### config.mk
export PLATFORM = sky130hd
export DESIGN_NAME = smbus_byte_slave
export DESIGN_NICKNAME = d
export VERILOG_FILES = /design/src/smbus_slave_pkg.sv /design/src/bus_event_if.sv /design/src/bus_sense.sv /design/src/smbus_byte_slave.sv
export SDC_FILE = /design/constraint.sdc
export NUM_CORES = 1
export LEC_CHECK = 0
export ABC_CLOCK_PERIOD_IN_PS = 2400
export BUFFER_PORTS_ARGS = -buffer_cell sky130_fd_sc_hd__buf_2
export CAP_MARGIN = 20
export CORE_ASPECT_RATIO = 1.75
export CORE_MARGIN = 4
export CORE_UTILIZATION = 50
export CTS_BUF_LIST = sky130_fd_sc_hd__clkbuf_8 sky130_fd_sc_hd__clkbuf_16
export DETAILED_ROUTE_END_ITERATION = 10
export HOLD_SLACK_MARGIN = 0.05
export PLACE_DENSITY = 0.79
export SLEW_MARGIN = 5
export SYNTH_ARGS = -nofsm -noshare
export SYNTH_HDL_FRONTEND = slang
export SYNTH_SLANG_ARGS = --single-unit
### constraint.sdc
create_clock -name CLK -period 2.4 [get_ports CLK]
set_input_delay 0.24 -clock CLK [delete_from_list [all_inputs] [get_ports CLK]]
set_output_delay 0.24 -clock CLK [all_outputs]
set_load 0.01 [all_outputs]
### src/smbus_slave_pkg.sv
// constants and types shared by the byte-wide bus target
// assumes a single 10 MHz clock domain
package smbus_slave_pkg;

  // ==========================================================
  // addresses
  localparam logic [6:0] ADDR_BASE  = 7'h38;
  localparam logic [6:0] ALERT_ADDR = 7'h0C;
  localparam int         UPPER_BITS = 5;

  // ==========================================================
  // timing
  localparam int CLK_HZ         = 10000000;
  localparam int TIMEOUT_MS     = 30;
  localparam int TIMEOUT_CYCLES = TIMEOUT_MS * (CLK_HZ / 1000);

  // ==========================================================
  // byte framing and reset values
  localparam logic [3:0] BYTE_BITS = 4'h8;
  localparam logic [7:0] BYTE_RST  = 8'h00;

  // ==========================================================
  // protocol states
  typedef enum logic [10:0] {
    ST_IDLE  = 11'h001,
    ST_ADDR  = 11'h002,
    ST_AACK  = 11'h004,
    ST_INDEX = 11'h008,
    ST_IACK  = 11'h010,
    ST_WDATA = 11'h020,
    ST_WACK  = 11'h040,
    ST_WDONE = 11'h080,
    ST_RDATA = 11'h100,
    ST_MACK  = 11'h200,
    ST_SKIP  = 11'h400
  } state_type;

endpackage

### src/bus_event_if.sv
// bundle of synchronised line levels and bus events
// assumes producer and consumer share one clock
`timescale 1ns/1ps
`default_nettype none
interface bus_event_if;
  logic scl;
  logic sda;
  logic scl_rise;
  logic scl_fall;
  logic start;
  logic stop;
  logic activity;
  modport sense (output scl, sda, scl_rise, scl_fall, start, stop, activity);
  modport fsm   (input  scl, sda, scl_rise, scl_fall, start, stop, activity);
endinterface
`default_nettype wire

### src/bus_sense.sv
// line synchroniser and start/stop/edge detector
// assumes scl and sda pins are asynchronous to clk
`timescale 1ns/1ps
`default_nettype none
module bus_sense (
  input  wire logic   clk,
  input  wire logic   rst_n,
  input  wire logic   scl_pin,
  input  wire logic   sda_pin,
  bus_event_if.sense  ev
);

  // ==========================================================
  // two-stage sync plus one history stage
  logic [1:0] meta_q, meta_d;
  logic [1:0] sync_q, sync_d;
  logic [1:0] prev_q, prev_d;

  always_comb begin
    meta_d = {scl_pin, sda_pin};
    sync_d = meta_q;
    prev_d = sync_q;
  end

  always_ff @(posedge clk or negedge rst_n) begin
    if (!rst_n) begin
      meta_q <= 2'h3;
      sync_q <= 2'h3;
      prev_q <= 2'h3;
    end else begin
      meta_q <= meta_d;
      sync_q <= sync_d;
      prev_q <= prev_d;
    end
  end

  // ==========================================================
  // events
  assign ev.scl      = sync_q[1];
  assign ev.sda      = sync_q[0];
  assign ev.scl_rise = sync_q[1] & ~prev_q[1];
  assign ev.scl_fall = ~sync_q[1] & prev_q[1];
  assign ev.start    = sync_q[1] & prev_q[1] & ~sync_q[0] & prev_q[0];
  assign ev.stop     = sync_q[1] & prev_q[1] & sync_q[0] & ~prev_q[0];
  assign ev.activity = |(sync_q ^ prev_q);

endmodule // bus_sense
`default_nettype wire

### src/smbus_byte_slave.sv
// byte-wide bus target: four single-byte protocols, pointer, timeout
// assumes open-drain lines resolved outside; register store outside
// What this block does
// - indexed read: write index, restart, read one
// - data only after complete ordered read sequence
// - send byte loads pointer, moves no data
// - receive byte returns byte at pointer
// - exactly one byte per pointer read
// - waits out clock held low by others
// - alert address answered only when enabled
// - 30 ms quiet bus returns to idle
// - write commits single byte on correct stop
// - address 0111000 or 0111001 by select pin
// - select latched on first upper-five match
// - other protocols refused as invalid
`timescale 1ns/1ps
`default_nettype none
module smbus_byte_slave #(
  parameter int TIMEOUT_CYCLES = smbus_slave_pkg::TIMEOUT_CYCLES
) (
  input  wire logic       CLK,
  input  wire logic       RST_N,
  input  wire logic       SCL_IN,
  input  wire logic       SDA_IN,
  output var  logic       SDA_OUT,
  output var  logic       SDA_OE,
  input  wire logic       ADDR_SEL,
  input  wire logic       ALERT_RESPONSE_ENABLE,
  output var  logic [7:0] REG_INDEX,
  output var  logic [7:0] REG_WDATA,
  output var  logic       REG_WR_STROBE,
  output var  logic       REG_RD_STROBE,
  input  wire logic [7:0] REG_RD_DATA
);

  bus_event_if ev ();
  bus_sense u_sense (
    .clk     (CLK),
    .rst_n   (RST_N),
    .scl_pin (SCL_IN),
    .sda_pin (SDA_IN),
    .ev      (ev.sense)
  );

  // ==========================================================
  // pin sync of address select and enable
  logic [1:0] pin_m_q, pin_m_d;
  logic [1:0] pin_q, pin_d;
  always_comb begin
    pin_m_d = {ADDR_SEL, ALERT_RESPONSE_ENABLE};
    pin_d   = pin_m_q;
  end
  always_ff @(posedge CLK or negedge RST_N) begin
    if (!RST_N) begin
      pin_m_q <= 2'h0;
      pin_q   <= 2'h0;
    end else begin
      pin_m_q <= pin_m_d;
      pin_q   <= pin_d;
    end
  end

  // ==========================================================
  // inactivity timeout
  logic [31:0] to_cnt_q, to_cnt_d;
  logic        to_hit;
  always_comb begin
    to_hit   = (to_cnt_q == 32'(TIMEOUT_CYCLES - 1));
    to_cnt_d = to_cnt_q + 32'h1;
    if (ev.activity || to_hit) begin
      to_cnt_d = 32'h0;
    end
  end
  always_ff @(posedge CLK or negedge RST_N) begin
    if (!RST_N) begin
      to_cnt_q <= 32'h0;
    end else begin
      to_cnt_q <= to_cnt_d;
    end
  end

  // ==========================================================
  // protocol engine
  smbus_slave_pkg::state_type state_q, state_d;
  logic [3:0] cnt_q, cnt_d;
  logic [7:0] sr_q, sr_d;
  logic [7:0] idx_q, idx_d;
  logic [7:0] ptr_q, ptr_d;
  logic [7:0] wdata_q, wdata_d;
  logic       oe_q, oe_d;
  logic       wr_q, wr_d;
  logic       rd_q, rd_d;
  logic       lock_q, lock_d;
  logic       lock_sel_q, lock_sel_d;
  logic [6:0] own_addr;
  logic       upper_hit;
  logic       addr_hit;
  logic       byte_end;

  always_comb begin
    state_d    = state_q;
    cnt_d      = cnt_q;
    sr_d       = sr_q;
    idx_d      = idx_q;
    ptr_d      = ptr_q;
    wdata_d    = wdata_q;
    oe_d       = oe_q;
    wr_d       = 1'b0;
    rd_d       = 1'b0;
    lock_d     = lock_q;
    lock_sel_d = lock_sel_q;
    own_addr   = {smbus_slave_pkg::ADDR_BASE[6:1], lock_q ? lock_sel_q : pin_q[1]};
    upper_hit  = (sr_q[7:8-smbus_slave_pkg::UPPER_BITS] ==
                  smbus_slave_pkg::ADDR_BASE[6:7-smbus_slave_pkg::UPPER_BITS]);
    addr_hit   = (sr_q[7:1] == own_addr) ||
                 (pin_q[0] && sr_q[7:1] == smbus_slave_pkg::ALERT_ADDR);
    byte_end   = ev.scl_fall && (cnt_q == smbus_slave_pkg::BYTE_BITS);
    if (to_hit) begin
      state_d = smbus_slave_pkg::ST_IDLE;
      oe_d    = 1'b0;
    end else if (ev.stop) begin
      if (state_q == smbus_slave_pkg::ST_WDONE) begin
        ptr_d = idx_q;
        wr_d  = 1'b1;
      end else if (state_q == smbus_slave_pkg::ST_WDATA && cnt_q == 4'h1) begin // stop follows one clock rise
        ptr_d = idx_q;
      end
      state_d = smbus_slave_pkg::ST_IDLE;
      oe_d    = 1'b0;
    end else if (ev.start) begin
      if (state_q == smbus_slave_pkg::ST_WDATA && cnt_q == 4'h1) begin // restart follows one clock rise
        ptr_d = idx_q;
      end
      state_d = smbus_slave_pkg::ST_ADDR;
      cnt_d   = 4'h0;
      oe_d    = 1'b0;
    end else begin
      // only edges move the engine, so a held-low clock just waits
      unique case (state_q)
        smbus_slave_pkg::ST_IDLE, smbus_slave_pkg::ST_SKIP: begin
          oe_d = 1'b0;
        end
        smbus_slave_pkg::ST_ADDR, smbus_slave_pkg::ST_INDEX, smbus_slave_pkg::ST_WDATA: begin
          if (ev.scl_rise) begin
            sr_d  = {sr_q[6:0], ev.sda};
            cnt_d = cnt_q + 4'h1;
          end else if (byte_end) begin
            cnt_d = 4'h0;
            oe_d  = 1'b1;
            if (state_q == smbus_slave_pkg::ST_ADDR) begin
              if (upper_hit && !lock_q) begin
                lock_d     = 1'b1;
                lock_sel_d = pin_q[1];
              end
              if (addr_hit) begin
                state_d = smbus_slave_pkg::ST_AACK;
                rd_d    = sr_q[0];
              end else begin
                state_d = smbus_slave_pkg::ST_SKIP;
                oe_d    = 1'b0;
              end
            end else if (state_q == smbus_slave_pkg::ST_INDEX) begin
              idx_d   = sr_q;
              state_d = smbus_slave_pkg::ST_IACK;
            end else begin
              wdata_d = sr_q;
              state_d = smbus_slave_pkg::ST_WACK;
            end
          end
        end
        smbus_slave_pkg::ST_AACK: begin
          if (ev.scl_fall) begin
            if (sr_q[0]) begin
              sr_d    = REG_RD_DATA;
              oe_d    = ~REG_RD_DATA[7];
              state_d = smbus_slave_pkg::ST_RDATA;
            end else begin
              oe_d    = 1'b0;
              state_d = smbus_slave_pkg::ST_INDEX;
            end
          end
        end
        smbus_slave_pkg::ST_IACK: begin
          if (ev.scl_fall) begin
            oe_d    = 1'b0;
            state_d = smbus_slave_pkg::ST_WDATA;
          end
        end
        smbus_slave_pkg::ST_WACK: begin
          if (ev.scl_fall) begin
            oe_d    = 1'b0;
            state_d = smbus_slave_pkg::ST_WDONE;
          end
        end
        smbus_slave_pkg::ST_WDONE: begin
          if (ev.scl_fall) begin // a rise alone may still end in stop
            state_d = smbus_slave_pkg::ST_SKIP;
          end
        end
        smbus_slave_pkg::ST_RDATA: begin
          if (ev.scl_fall) begin
            if (cnt_q == smbus_slave_pkg::BYTE_BITS - 4'h1) begin
              oe_d    = 1'b0;
              state_d = smbus_slave_pkg::ST_MACK;
            end else begin
              sr_d  = {sr_q[6:0], 1'b0};
              oe_d  = ~sr_q[6];
              cnt_d = cnt_q + 4'h1;
            end
          end
        end
        smbus_slave_pkg::ST_MACK: begin
          if (ev.scl_rise) begin
            state_d = smbus_slave_pkg::ST_SKIP;
          end
        end
        default: begin
          state_d = smbus_slave_pkg::ST_IDLE;
          oe_d    = 1'b0;
        end
      endcase
    end
  end

  always_ff @(posedge CLK or negedge RST_N) begin
    if (!RST_N) begin
      state_q    <= smbus_slave_pkg::ST_IDLE;
      cnt_q      <= 4'h0;
      sr_q       <= smbus_slave_pkg::BYTE_RST;
      idx_q      <= smbus_slave_pkg::BYTE_RST;
      ptr_q      <= smbus_slave_pkg::BYTE_RST;
      wdata_q    <= smbus_slave_pkg::BYTE_RST;
      oe_q       <= 1'b0;
      wr_q       <= 1'b0;
      rd_q       <= 1'b0;
      lock_q     <= 1'b0;
      lock_sel_q <= 1'b0;
    end else begin
      state_q    <= state_d;
      cnt_q      <= cnt_d;
      sr_q       <= sr_d;
      idx_q      <= idx_d;
      ptr_q      <= ptr_d;
      wdata_q    <= wdata_d;
      oe_q       <= oe_d;
      wr_q       <= wr_d;
      rd_q       <= rd_d;
      lock_q     <= lock_d;
      lock_sel_q <= lock_sel_d;
    end
  end
  assign SDA_OUT       = 1'b0;
  assign SDA_OE        = oe_q;
  assign REG_INDEX     = ptr_q;
  assign REG_WDATA     = wdata_q;
  assign REG_WR_STROBE = wr_q;
  assign REG_RD_STROBE = rd_q;
endmodule // smbus_byte_slave
`default_nettype wire

==> reports/metrics.csv <==
metric,value,unit
total grt overflow,0,
WL final,12.8,mm
core area,0.00947,mm²
mux contribution to synthesized area,0.0634,
Fmax achieved,426,MHz
row count,47,
full die area,0.0115,mm²
CP endpoint kind,flop,
Post-DRT Antenna Nets,0,
CP Max Fanout,4,
Final Setup Violations,0,
Synth Area in Adders,0.0180,
largest net degree at the start of global routing,46,
xor and xnor area share after synthesis,0.0629,
Synth Register Bits,94,
leakage,2.77,nW
DR vias,4020,
Worst Path Arrival,2.58,ns
post-synthesis simple-gate area fraction,0.227,
DRC,0,
Vias/cell,5.89,
critical path class,reg2reg,
fin nets,576,
GPL Wtd Cong,0.986,
Worst Clk Skew,0.00917,ns
post-route insts no fill,682,
Post-synth EDFFs,0,
Diodes inserted,0,
Final Hold Fails,0,
setup ws final,0.0553,ns
WL per Instance,18.8,µm
Die Span X,82.6,µm
"CTS clk-pin slew, worst paths",0.07,ns
relative slew slack,0.606,
DP Cell Count,660,
VDD IR max,422,µV
global-route wire length before repair,20.8,mm
vias in the first global route,4179,
min Tclk post-route,2.34,ns
antenna violations before repair,0,
Worst setup SP type,flop,
# IOs,34,
"Seq/Total Area, Yosys",0.484,
TritonCTS Buffers,9,
RSZ-0062 raised after global routing,false,
drt first pass iters,4,
largest family of logic cells by synthesized area,simple AND/OR/NAND/NOR gates,
Starting DRT DRC Count,265,
Synth Flop Type,dfrtp_1,
Initial Util,0.515,
Slew @ Worst Pin,0.591,ns
CTS H-tree depth,3,
Die H,139,µm
type of the most critical hold path,in2reg,
post-detail-place hpwl,9.70,mm
GRT Total Usage,0.238,
Area Overhead vs Synth,24.4,%
fin crit share,0.977,
I/O Buffers,32,
share of cells above drive strength 1,0.309,
Yosys Warn Count,0,
Util after Layout,0.640,
latest clock arrival within the worst-skew pair,0.35,ns
Power Dens Cells,563,mW/mm²
max-slew violations,0,
Tot Pwr,3.41,mW
clock tree sinks,94,
maxcap violations,0,
Synth Cell Area,0.00487,mm²
worst-case clock buffer depth,2,
CTS tree,yes,
syn avg cell area,10.5,µm²
Yosys cell types,65,
compound-gate portion of the synthesized area,0.116,
syn_nets,485,
status,completed,
Root Buffer,clkbuf_16,
CP required,2.64,ns
Synth Instances,464,
post-synthesis async set-or-reset flop share,1.00,
pre-CTS setup slack,-0.204,ns
-- synth_stat cells, types with 3 or more instances --
cell / number / area share
nand4_1: 12 / 0.015
o31ai_1: 3 / 0.0046
dfstp_2: 7 / 0.038
a21oi_1: 18 / 0.018
inv_1: 13 / 0.010
nor2b_1: 3 / 0.0039
nor2_1: 44 / 0.034
nand4b_1: 6 / 0.011
clkbuf_1: 10 / 0.0077
o21a_1: 4 / 0.0062
xor2_1: 23 / 0.041
mux2_4: 8 / 0.025
or3_1: 5 / 0.0064
nor3_1: 13 / 0.013
ha_1: 7 / 0.018
a31oi_1: 6 / 0.0077
and2_1: 5 / 0.0064
buf_2: 5 / 0.0051
nor4_1: 5 / 0.0064
nor3_2: 3 / 0.0062
o21ai_0: 23 / 0.024
and3_1: 15 / 0.019
mux2_2: 15 / 0.035
nor4b_1: 6 / 0.011
or4_1: 4 / 0.0062
and4_1: 3 / 0.0054
nand2_1: 21 / 0.016
nand3_1: 24 / 0.025
xnor2_1: 12 / 0.022
or3b_2: 4 / 0.0072
nand3b_1: 3 / 0.0046
o2bb2ai_1: 6 / 0.011
dfrtp_1: 87 / 0.45
-- final cells by class --
cell class	count	area (µm²)
tap	122	153
clock inverter	6	86.3
timing repair buffer	99	711
multi-input combinational	338	2460
sequential	94	2360
fill	755	3410
inverter	13	48.8
clock buffer	10	239
-- critical path, stage by stage, from the launching register on --
cell and delay, ns:
dfstp_2 0.54, ha_1 0.23, nand4b_1 0.18, nor2_1 0.15, or2b_4 0.31, or4_4 0.52, mux2_4 0.30
-- path summary, 6_finish.rpt --
kind / startpoint / depth (start not counted) / end / slack [ns]
hold / removal: REG_RD_DATA[2] / 3 / sr_q[2] / 0.27
setup reg to reg: u_sense.prev_q[1] / 6 / lock_sel_q / 0.06
min in group asynchronous: RST_N / 2 / idx_q[0] / 0.43
hold reg to reg: pin_d[1] / 0 / pin_q[1] / 0.35
max in group asynchronous: RST_N / 3 / u_sense.prev_d[0] / 1.27
setup / recovery: u_sense.prev_q[1] / 6 / lock_sel_q / 0.06
-- report_power, final --
| group | total, mW | internal (mW) | switching (mW) | leakage (nW) |
|---|---|---|---|---|
| logic | 0.218 | 0.0835 | 0.135 | 1.34 |
| registers | 1.66 | 1.61 | 0.0429 | 1.27 |
| clock network | 1.54 | 0.939 | 0.597 | 0.164 |
| total | 3.41 | 2.64 | 0.775 | 2.77 |
-- metrics by stage --
step	cell area [µm²]	TNS [ns]	hold slack [ns]
2_1_floorplan	4870	0	-0.0556
3_3_place_gp	5600	-1.35	0.264
3_5_place_dp	5600	-1.67	0.274
4_1_cts	6010	0	0.267
5_1_grt	6060	0	0.287
6_report	6060	0	0.267
-- cells in the final DEF, fill, tap and decap left out, types with 14 or more instances in the layout --
cell / synthesis / final
nand3_1: 24 / 24
buf_2: 5 / 31
a21oi_1: 18 / 18
buf_4: 2 / 59
dfrtp_1: 87 / 86
inv_1: 13 / 14
xor2_1: 23 / 23
o21ai_0: 23 / 22
and3_1: 15 / 15
mux2_2: 15 / 14
nor2_1: 44 / 43
nand2_1: 21 / 20
-- routing by layer --
metal  part of all wire  wire, µm  vias up  global-route usage
met5                  0         0        -                   0
met4              0.057       731        0               0.141
met3              0.042       536       47              0.0533
met2               0.55      7080      106               0.419
met1               0.35      4460     1997               0.244
li1                   -         -     1870                   -
-- state kept, by name, summed over array words and instances (netlist names), 4 cells and up --
name,count
REG_WDATA,8
state_q,11
sr_q,8
REG_INDEX,8
idx_q,8
cnt_q,4
to_cnt_q,32
-- repair_timing --
action,4_1_cts,5_1_grt
endpoints found under the setup margin,15,43
gates resized for setup,7,13
pin swaps,0,2
endpoints found under the hold margin,47,0
hold buffers,5,0
buffers inserted,0,3
-- cells by family (layout without fill, tap and decap cells) --
| kind of cell | count (synthesis) | count (layout) |
|---|---|---|
| buffers and inverters | 32 | 128 |
| xor gates and xnor gates | 35 | 35 |
| adders and majority gates | 7 | 7 |
| other | 1 | 1 |
| DFF | 94 | 94 |
| AOI/OAI and AO/OA | 81 | 81 |
| and+or+nand+nor | 189 | 189 |
| muxes | 25 | 25 |
Power figures use the tool's default switching activity.
